`src/hw/srsc_regs.svh`:
```
// constants and behaviour summary for the start-up reset state control block
// Behaviour
// - power-on reset forces every state bit except the data ram to reset
// - after power-on: rc oscillator on, crystal off
// - power-on reset restarts processor fetch at zero
// - port-a sleep wake keeps cold-governed bits unchanged
// - system reset clears system bits, port-config if enabled
// - system reset keeps clock setup except processor clock
// - data ram is never cleared by reset
// - cold reset asserted whenever power-on reset active
// - system reset asserted on cold or enabled sources
// - port-config reset only with system reset and enable, or with cold reset
`ifndef SRSC_REGS_SVH
`define SRSC_REGS_SVH
`define SRSC_FETCH_RESET_ADDR 16'h0000
`define SRSC_RAM_WORDS        512
`define SRSC_RAM_AW           9
`define SRSC_RELEASE_CYCLES   4'h2
`define SRSC_SEQ_W            2
`define SRSC_RC_RESET         1'h1
`define SRSC_XTAL_RESET       1'h0
`define SRSC_DIV_RESET        3'h0
`define SRSC_CTRL_RESET       1'h0
`endif

```
`src/hw/srsc_pkg.sv`:
```
// types for the start-up reset state control block
package srsc_pkg;
    // release sequence, gray coded along the usual path
    typedef enum logic [1:0] {
        SRSC_ST_COLD  = 2'b00,
        SRSC_ST_SYS   = 2'b01,
        SRSC_ST_RUN   = 2'b11
    } srsc_state_t;
endpackage

```
`src/hw/srsc_ram.sv`:
```
// data ram with no reset and a registered read port
`timescale 1ns/100ps
module srsc_ram #(
    parameter int WORDS = 512,
    parameter int AW    = 9
) (
    input  wire logic          mclk,
    input  wire logic          we,
    input  wire logic [AW-1:0] addr,
    input  wire logic [7:0]    wdata,
    output logic      [7:0]    rdata
);
    // refuse a depth that the address cannot reach
    if (WORDS > (1 << AW)) begin : g_bad_depth
        $error("srsc_ram: depth exceeds address range");
    end
    logic [7:0] mem [WORDS];  // contents undefined at start-up
    // no reset input at all: nothing may ever clear the array
    always_ff @(posedge mclk) begin
        if (we) begin
            mem[addr] <= wdata;
        end
        rdata <= mem[addr];
    end
endmodule

```
`src/hw/srsc_top.sv`:
```
// start-up and reset state control: reset tree, cold-kept controls, clock setup
`timescale 1ns/100ps
`include "srsc_regs.svh"
module srsc_top #(
    parameter int RAM_WORDS = `SRSC_RAM_WORDS,
    parameter int RAM_AW    = `SRSC_RAM_AW
) (
    // clock and power-on reset
    input  wire logic              mclk,
    input  wire logic              reset,            // power-on reset, async high
    // merged reset requests and the sleep wake path
    input  wire logic              other_reset_req,  // enabled non-por sources, merged
    input  wire logic              porta_wake,       // leaving sleep via port-a combination
    // writes of the cold-governed system controls
    input  wire logic              ctrl_we,          // write of cold-governed controls
    input  wire logic              ctrl_port_config_reset_enable,
    input  wire logic              ctrl_sleep_enable,
    // writes of the clock configuration
    input  wire logic              clk_we,           // write of clock configuration
    input  wire logic              clk_rc_enable,
    input  wire logic              clk_xtal_enable,
    input  wire logic [2:0]        clk_cpu_div,
    // data ram port, never touched by any reset
    input  wire logic              ram_we,
    input  wire logic [RAM_AW-1:0] ram_addr,
    input  wire logic [7:0]        ram_wdata,
    output logic      [7:0]        ram_rdata,
    // reset tree, all registered
    output logic                   reset_cold_q,
    output logic                   reset_system_q,
    output logic                   reset_pconf_q,
    output logic                   cpu_reset_q,
    output logic      [15:0]       cpu_fetch_addr_q,
    // cold-governed controls, kept through a port-a wake
    output logic                   port_config_reset_enable_q,
    output logic                   sleep_enable_q,
    // clock configuration, sources kept through a system reset
    output logic                   rc_enable_q,
    output logic                   xtal_enable_q,
    output logic      [2:0]        cpu_clk_div_q
);
    // the tree runs in three stages: cold, then system only, then run;
    // the cold and system stages each hold for a fixed count so that every block sees its
    // reset for a few edges even when the cause was a one-cycle blip

    // the ram is built for exactly this depth; anything else is refused
    if (RAM_WORDS != `SRSC_RAM_WORDS) begin : g_bad_depth
        $error("srsc_top: ram depth must be 512");
    end
    // the address must reach every word
    if ((1 << RAM_AW) < RAM_WORDS) begin : g_bad_aw
        $error("srsc_top: ram address too narrow");
    end

    // release sequencer state
    srsc_pkg::srsc_state_t state_q;  // current release stage
    srsc_pkg::srsc_state_t state_d;  // next release stage
    logic [3:0]            cnt_q;    // hold counter within a stage
    logic [3:0]            cnt_d;    // next hold count
    logic                  cold_d;   // next cold reset level
    logic                  sys_d;    // next system reset level
    logic                  pconf_d;  // next port-config reset level
    logic                  cpu_d;    // next processor reset level
    logic [15:0]           fetch_d;  // next fetch address, always the restart one

    // true once a stage has held its reset for the full count
    function automatic logic hold_done(logic [3:0] cnt);
        return cnt == `SRSC_RELEASE_CYCLES;
    endfunction

    // sequencer next state: cold first, then system, then run
    // the cold stage ignores other sources: they cannot shorten it
    always_comb begin
        // default: stay in the stage and keep the count
        state_d = state_q;
        cnt_d   = cnt_q;
        unique case (state_q)
            srsc_pkg::SRSC_ST_COLD: begin
                // count out the cold hold, then drop to system only
                if (hold_done(cnt_q)) begin
                    state_d = srsc_pkg::SRSC_ST_SYS;
                    cnt_d   = 4'h0;
                end else begin
                    cnt_d = cnt_q + 4'h1;
                end
            end
            srsc_pkg::SRSC_ST_SYS: begin
                // the hold only starts once every source has gone quiet
                if (other_reset_req) begin
                    cnt_d = 4'h0;  // hold while a source stays active
                end else if (hold_done(cnt_q)) begin
                    state_d = srsc_pkg::SRSC_ST_RUN;
                end else begin
                    cnt_d = cnt_q + 4'h1;
                end
            end
            srsc_pkg::SRSC_ST_RUN: begin
                // any enabled source sends the tree back to system reset
                if (other_reset_req) begin
                    state_d = srsc_pkg::SRSC_ST_SYS;
                    cnt_d   = 4'h0;
                end
            end
            default: begin
                state_d = srsc_pkg::SRSC_ST_COLD;  // illegal code falls back to cold
                cnt_d   = 4'h0;
            end
        endcase
        // outputs decoded from next state so they leave on one common edge
        // decoding the current state instead would let each output lag
        // its stage by one edge, which a block watching two of them would see
        cold_d  = (state_d == srsc_pkg::SRSC_ST_COLD);
        sys_d   = (state_d != srsc_pkg::SRSC_ST_RUN);
        pconf_d = sys_d && (cold_d || port_config_reset_enable_q);
        cpu_d   = sys_d;
        // the processor always restarts from the fixed reset address
        fetch_d = `SRSC_FETCH_RESET_ADDR;
    end

    // sequencer registers; assertion is async, release is clocked
    // async assertion covers a clock that is not yet running at power-on;
    // clocked release keeps every reset-governed bit on one edge
    always_ff @(posedge mclk or posedge reset) begin
        if (reset) begin
            // every output jumps at once, no clock needed
            state_q          <= srsc_pkg::SRSC_ST_COLD;
            cnt_q            <= 4'h0;
            reset_cold_q     <= 1'b1;
            reset_system_q   <= 1'b1;
            reset_pconf_q    <= 1'b1;
            cpu_reset_q      <= 1'b1;
            cpu_fetch_addr_q <= `SRSC_FETCH_RESET_ADDR;
        end else begin
            // release: the tree follows the stage decoded above
            state_q          <= state_d;
            cnt_q            <= cnt_d;
            reset_cold_q     <= cold_d;
            reset_system_q   <= sys_d;
            reset_pconf_q    <= pconf_d;
            cpu_reset_q      <= cpu_d;
            cpu_fetch_addr_q <= fetch_d;
        end
    end

    // cold-governed controls: cleared only by power-on reset
    // a system reset leaves them alone, which is what lets the port
    // configuration survive when its own reset is not enabled
    logic pcen_d;  // next port-config reset enable
    logic slen_d;  // next sleep enable
    always_comb begin
        // default: hold both controls
        pcen_d = port_config_reset_enable_q;
        slen_d = sleep_enable_q;
        // a port-a wake leaves these alone even if a write coincides
        if (ctrl_we && !porta_wake && !reset_system_q) begin
            pcen_d = ctrl_port_config_reset_enable;
            slen_d = ctrl_sleep_enable;
        end
    end

    // registers only; power-on clears them, nothing else does
    always_ff @(posedge mclk or posedge reset) begin
        if (reset) begin
            port_config_reset_enable_q <= `SRSC_CTRL_RESET;
            sleep_enable_q             <= `SRSC_CTRL_RESET;
        end else begin
            port_config_reset_enable_q <= pcen_d;
            sleep_enable_q             <= slen_d;
        end
    end

    // clock setup: system reset only reinitialises the processor clock divider
    // the oscillators must not stop under a system reset, or the reset
    // itself could never be counted out; only the cpu divider falls back
    logic       rc_d;   // next rc oscillator enable
    logic       xt_d;   // next crystal oscillator enable
    logic [2:0] div_d;  // next processor clock divider
    always_comb begin
        // default: hold every field
        rc_d  = rc_enable_q;
        xt_d  = xtal_enable_q;
        div_d = cpu_clk_div_q;
        // writes are refused while the tree is still in system reset
        if (reset_system_q) begin
            div_d = `SRSC_DIV_RESET;
        end else if (clk_we) begin
            rc_d  = clk_rc_enable;
            xt_d  = clk_xtal_enable;
            div_d = clk_cpu_div;
        end
        // sources stay as they were through a system reset
    end

    // power-on brings up the rc oscillator with the crystal off, so the
    // first instructions always run on the rc clock; software may start
    // the crystal later and must wait for it before switching over
    always_ff @(posedge mclk or posedge reset) begin
        if (reset) begin
            rc_enable_q   <= `SRSC_RC_RESET;
            xtal_enable_q <= `SRSC_XTAL_RESET;
            cpu_clk_div_q <= `SRSC_DIV_RESET;
        end else begin
            rc_enable_q   <= rc_d;
            xtal_enable_q <= xt_d;
            cpu_clk_div_q <= div_d;
        end
    end

    // data ram keeps its contents across every reset
    // it has no reset pin at all, so its contents are unknown after power-on
    // and software must fill every word before reading it
    srsc_ram #(
        .WORDS (RAM_WORDS),
        .AW    (RAM_AW)
    ) u_ram (
        .mclk  (mclk),
        .we    (ram_we),
        .addr  (ram_addr),
        .wdata (ram_wdata),
        .rdata (ram_rdata)
    );
endmodule

```
`config.mk`:
```
export PLATFORM = sky130hd
export DESIGN_NAME = srsc_top
export DESIGN_NICKNAME = d
export VERILOG_FILES = /design/src/hw/srsc_pkg.sv /design/src/hw/srsc_ram.sv /design/src/hw/srsc_top.sv
export VERILOG_INCLUDE_DIRS = /design/src /design/src/hw
export SDC_FILE = /design/constraint.sdc
export NUM_CORES = 2
export LEC_CHECK = 0
export BUFFER_PORTS_ARGS = -buffer_cell sky130_fd_sc_hd__buf_2
export CORE_MARGIN = 2
export CORE_UTILIZATION = 57
export DETAILED_ROUTE_END_ITERATION = 10
export PLACE_DENSITY = 0.76
export SLEW_MARGIN = 20
export SYNTH_ARGS = -nofsm -noshare
export SYNTH_HDL_FRONTEND = slang
export SYNTH_SLANG_ARGS = --single-unit
```
`constraint.sdc`:
```
create_clock -name mclk -period 2.4 [get_ports mclk]
set_input_delay 0.48 -clock mclk [delete_from_list [all_inputs] [get_ports mclk]]
set_output_delay 0.48 -clock mclk [all_outputs]
set_load 0.02 [all_outputs]
```
# Word level (Yosys, flattened, before mapping)
# Memories as Yosys holds them, arrays and structs flattened. A register that Yosys moved wholly into a read port is not among the register bits.
# Cells that the tools add are included.
# word_totals
in_bits	31
wordCells	44
out_inout_bits	35
mem_count	1
ram_bits	4096
register_bits	16
# op_classes
muxes	14
n_bitwise	1
reduce_logical	11
add_sub_neg	1
eq_ne	6
# memory_table
name	words	word_bits	rd	rd_ports_with_merged_regs	wr	line	text
u_ram.mem	512	8	1	1	1	srsc_ram.sv:17	logic [7:0] mem [WORDS];
# ops
cell	count
4-bit two-way mux	4
4-bit case mux with 3 select lines	1
2-bit two-way mux	4
3-bit two-way mux	2
2-bit case mux with 3 select lines	1
4-bit by 1-bit adder with 4-bit output (second input constant)	1
4-bit by 2-bit equality test with 1-bit output (second input constant)	1
2-bit logical NOT	2
2-bit inequality test (second input constant)	2
2-bit AND reduction	2
1-bit logical AND	3
3-bit inequality test (second input constant)	1
2-bit by 1-bit equality test with 1-bit output (second input constant)	1
2-bit equality test (second input constant)	1
1-bit logical NOT	2
1-bit two-way mux	2
2-bit nonzero test	1
1-bit logical OR	1
1-bit NOT	1

# Logic depth before layout (Yosys ltp)
# depth
depth_word	7
depth_mapped	13
depth_no_buf	7

# Modules after synthesis
# A second synthesis with hierarchy kept.
# unflattened
cells_unflattened	7649
area_unflattened_um2	159181.4
# modules_own_cells
mod	instances	cells_per_inst	area_per_inst_um2
srsc_ram	1	7575	158359.4
srsc_top	1	74	822.0

# Worst setup path after synthesis
# No wires, ideal clock.
# synth_path
kind	in2reg
from	input ram_addr[1]
to	register u_ram.rdata[3] (read register of u_ram.mem)
slack_ns	-0.493
required_time_ns	2.267
t_arrival_ns	2.760
path_stages	9
setup_time_ns	0.133
cell_sequence	buf_2 buf_2 clkbuf_1 mux4_2 a221o_1 a2111oi_2 nand4_1 nor4b_2 nand4_1
# synth_lines
item	line	text
start: declaration	srsc_top.sv:25	input wire logic [RAM_AW-1:0] ram_addr,
end: declaration	srsc_ram.sv:11	output logic [7:0] rdata

==> results.sh <==
export IMPL_status="finished with violations"
export IMPL_violations="setup timing"
export IMPL_dp_cells=12763
export IMPL_cts_tree="built"
export IMPL_total_power_mw=150
export IMPL_hold_violations=0
export IMPL_fmax_ghz=0.329
export IMPL_synth_flop_cell="edfxtp_1"
export IMPL_ys_warn_count=0
export IMPL_wl_per_cell_microns=35.1
export IMPL_ys_seq_area_frac=0.772
export IMPL_grt_start_max_net_pins=127
export IMPL_io_buffers=49
export IMPL_synth_common_cells="4096 x edfxtp_1, 855 x mux4_2, 584 x nor2_1"
export IMPL_die_w_microns=534
export IMPL_synth_area_leaders="edfxtp_1 77%, mux4_2 12%, mux2i_1 2.8%"
export IMPL_overflow=0
export IMPL_worst_pin_slew_ns=1.11
export IMPL_drcViolationCount=0
export IMPL_min_period_ns=3.04
export IMPL_cp_end_kind="flop"
export IMPL_antenna_found_initial=20
export IMPL_grt_pass1_wl_microns=671000
export IMPL_drt_iter0_drc=15200
export IMPL_cts_buffers=393
export IMPL_cts_root_buf="clkbuf_16"
export IMPL_worstPathMaxFanout=1
export IMPL_path_class="flop to flop"
export IMPL_yosysTopAreaCell="edfxtp_1"
export IMPL_period_share=1.26
export IMPL_worstRegToRegCells=7
export IMPL_area_growth_pct=20.8
export IMPL_nNetsFinal=9548
export IMPL_vdd_drop_max_uv=1140
export IMPL_cts_sinks=4120
export IMPL_viasPerCell=6.78
export IMPL_vias=91955
export IMPL_synth_area_sq_um=160000
export IMPL_drv_slew=0
export IMPL_synth_seq_cells=4120
export IMPL_fin_worst_skew_ns=0.0379
export IMPL_avgSynthCellArea_sq_um=20.5
export IMPL_synth_cell_types=81
export IMPL_drt_first_pass_iters=9
export IMPL_synth_cells=7820
export IMPL_layout_setup_ws_ns=-0.636
export IMPL_hpwl_microns=306000
export IMPL_drive_gt1_frac=0.355
export IMPL_drv_cap=0
export IMPL_initial_core_util=0.573
export IMPL_cp_arrival_ns=3.83
export IMPL_rows=194
export IMPL_synth_top_area_share=0.768
export IMPL_clkLatencyLatePin_ns=0.93
export IMPL_fin_cells=13568
export IMPL_crit_required_ns=3.19
export IMPL_grt_usage=0.331
export IMPL_async_flop_share=0.00388
export IMPL_max_slew_margin_rel=0.262
export IMPL_cts_htree_levels=5
export IMPL_first_global_vias=91793
export IMPL_power_density_nw_per_um2=774
export IMPL_coreArea_sq_um=279000
export IMPL_dieArea_sq_um=285000
export IMPL_clkTransAtPathRegs_ns=0.07
export IMPL_yosysMostFrequentCell="edfxtp_1"
export IMPL_leakage_nw=64.6
export IMPL_totalWireLength_microns=476000
export IMPL_place_congestion=0.977
export IMPL_rsz0062_at_grt="true"
export IMPL_hold_depth=1
export IMPL_hold_class="input port to flop"
export IMPL_setup_viol=86
export IMPL_synth_edff_count=4096
export IMPL_postRouteAntennaNets=0
export IMPL_pin_count=66
export IMPL_clk_path_buf_depth=4
export IMPL_critPathLaunchType="flop"
export IMPL_fp_dieH_microns=534
## flip-flops by register name, indices dropped and copies added (netlist names)
name / cells
u_ram.mem: 4096
u_ram.rdata: 8
cnt_q: 4
cpu_clk_div_q: 3
state_q: 2
cpu_reset_q: 1
port_config_reset_enable_q: 1
rc_enable_q: 1
reset_cold_q: 1
reset_pconf_q: 1
sleep_enable_q: 1
xtal_enable_q: 1
## metrics by stage
stage	util	hold slack [ns]	area [sq um]	setup slack, ns	setup TNS, ns
final	0.692	0.0299	193000	-0.636	-4.50
after detailed placement	0.641	0.494	179000	-1.86	-2600.38
after floorplan	-	0.391	162000	-0.387	-769.47
after global routing	0.692	0.0123	193000	-0.600	-2.59
after global placement	0.641	0.486	179000	-1.80	-2502.10
after CTS	0.691	0.000294	193000	-0.536	-2.03
## path summary, 6_finish.rpt
check	from	end	slack [ns]
setup / recovery	u_ram.mem[464][3]$_DFFE_PP_	u_ram.rdata[3]$_DFF_P_	-0.64
hold / removal	ram_wdata[4]	u_ram.mem[52][4]$_DFFE_PP_	0.03
setup reg to reg	u_ram.mem[464][3]$_DFFE_PP_	u_ram.rdata[3]$_DFF_P_	-0.64
hold reg to reg	xtal_enable_q$_DFFE_PP0P_	xtal_enable_q$_DFFE_PP0P_	0.54
max in group asynchronous	reset	rc_enable_q$_DFFE_PP1P_	1.84
min in group asynchronous	reset	cnt_q[0]$_DFFE_PP0P_	0.18
## cell type report
type | instances | area [sq um]
sequential | 4120 | 124000
fill | 16020 | 86000
multi-input combinational | 3183 | 35600
timing repair buffer | 1803 | 17000
clock buffer | 468 | 10200
tap | 3724 | 4660
clock inverter | 245 | 2340
inverter | 14 | 65.1
antenna | 11 | 27.5
## worst max-delay path, cell delays in order (launching register included)
cell and delay [ns]:
edfxtp_1 0.40, mux4_2 0.50, mux4_2 0.52, a22o_4 0.33
a2111oi_4 0.32, nand4_1 0.34, nor4b_2 0.33, nand4_1 0.14
## layer usage
metal / part of all wire / track usage
met1: 0.33 / 0.427
met2: 0.47 / 0.521
met3: 0.12 / 0.0801
met4: 0.071 / 0.190
met5: 0.00020 / 0
## cells in the final DEF, fill, tap and decap left out, types with 18 or more instances in the layout
cell type	count
buf_12	242
mux2_2	69
dlygate4sd3_1	18
bufinv_16	37
clkinv_2	68
o21ai_1	18
o22ai_1	126
nor2_4	53
o21ai_0	96
clkinv_1	91
nor2_2	30
buf_4	1459
nand4_1	99
nand3_1	96
a21oi_1	126
a22oi_1	91
buf_2	36
clkinvlp_4	22
clkbuf_1	72
a211o_1	21
mux2i_1	429
mux4_2	855
clkbuf_16	397
buf_6	20
nand2_1	136
a31oi_1	51
edfxtp_1	4096
a211oi_1	26
nor2_1	503
## report_power, final
| part | total [mW] | switching (mW) | internal, mW | leakage (nW) |
|---|---|---|---|---|
| clock | 61.2 | 26.8 | 34.4 | 6.08 |
| sequential | 79.4 | 0.168 | 79.3 | 37.1 |
| combinational | 9.09 | 5.49 | 3.60 | 21.4 |
## timing repair
| item | in CTS | in global routing |
|---|---|---|
| gates resized for setup | 137 | 56 |
| hold endpoints to repair | 85 | 0 |
| pin swaps | 36 | 22 |
| endpoints found under the setup margin | 24 | 99 |
| gates cloned | 2 | 1 |
| buffers inserted | 38 | 26 |
| hold buffers | 18 | 0 |
## cell families after synthesis
| group | Yosys count | share of synthesized area |
|---|---|---|
| flip-flops | 4120 | 0.772 |
| other | 1 | 0.0000234 |
| XOR/XNOR | 2 | 0.000109 |
| multiplexers | 1367 | 0.153 |
| AO/OA/AOI/OAI | 694 | 0.0282 |
| buffers and inverters | 532 | 0.0157 |
| AND/OR/NAND/NOR | 1102 | 0.0314 |
| adder cells (fa/ha/maj) | 2 | 0.000156 |
No activity file was read; power rests on OpenSTA's default activity.
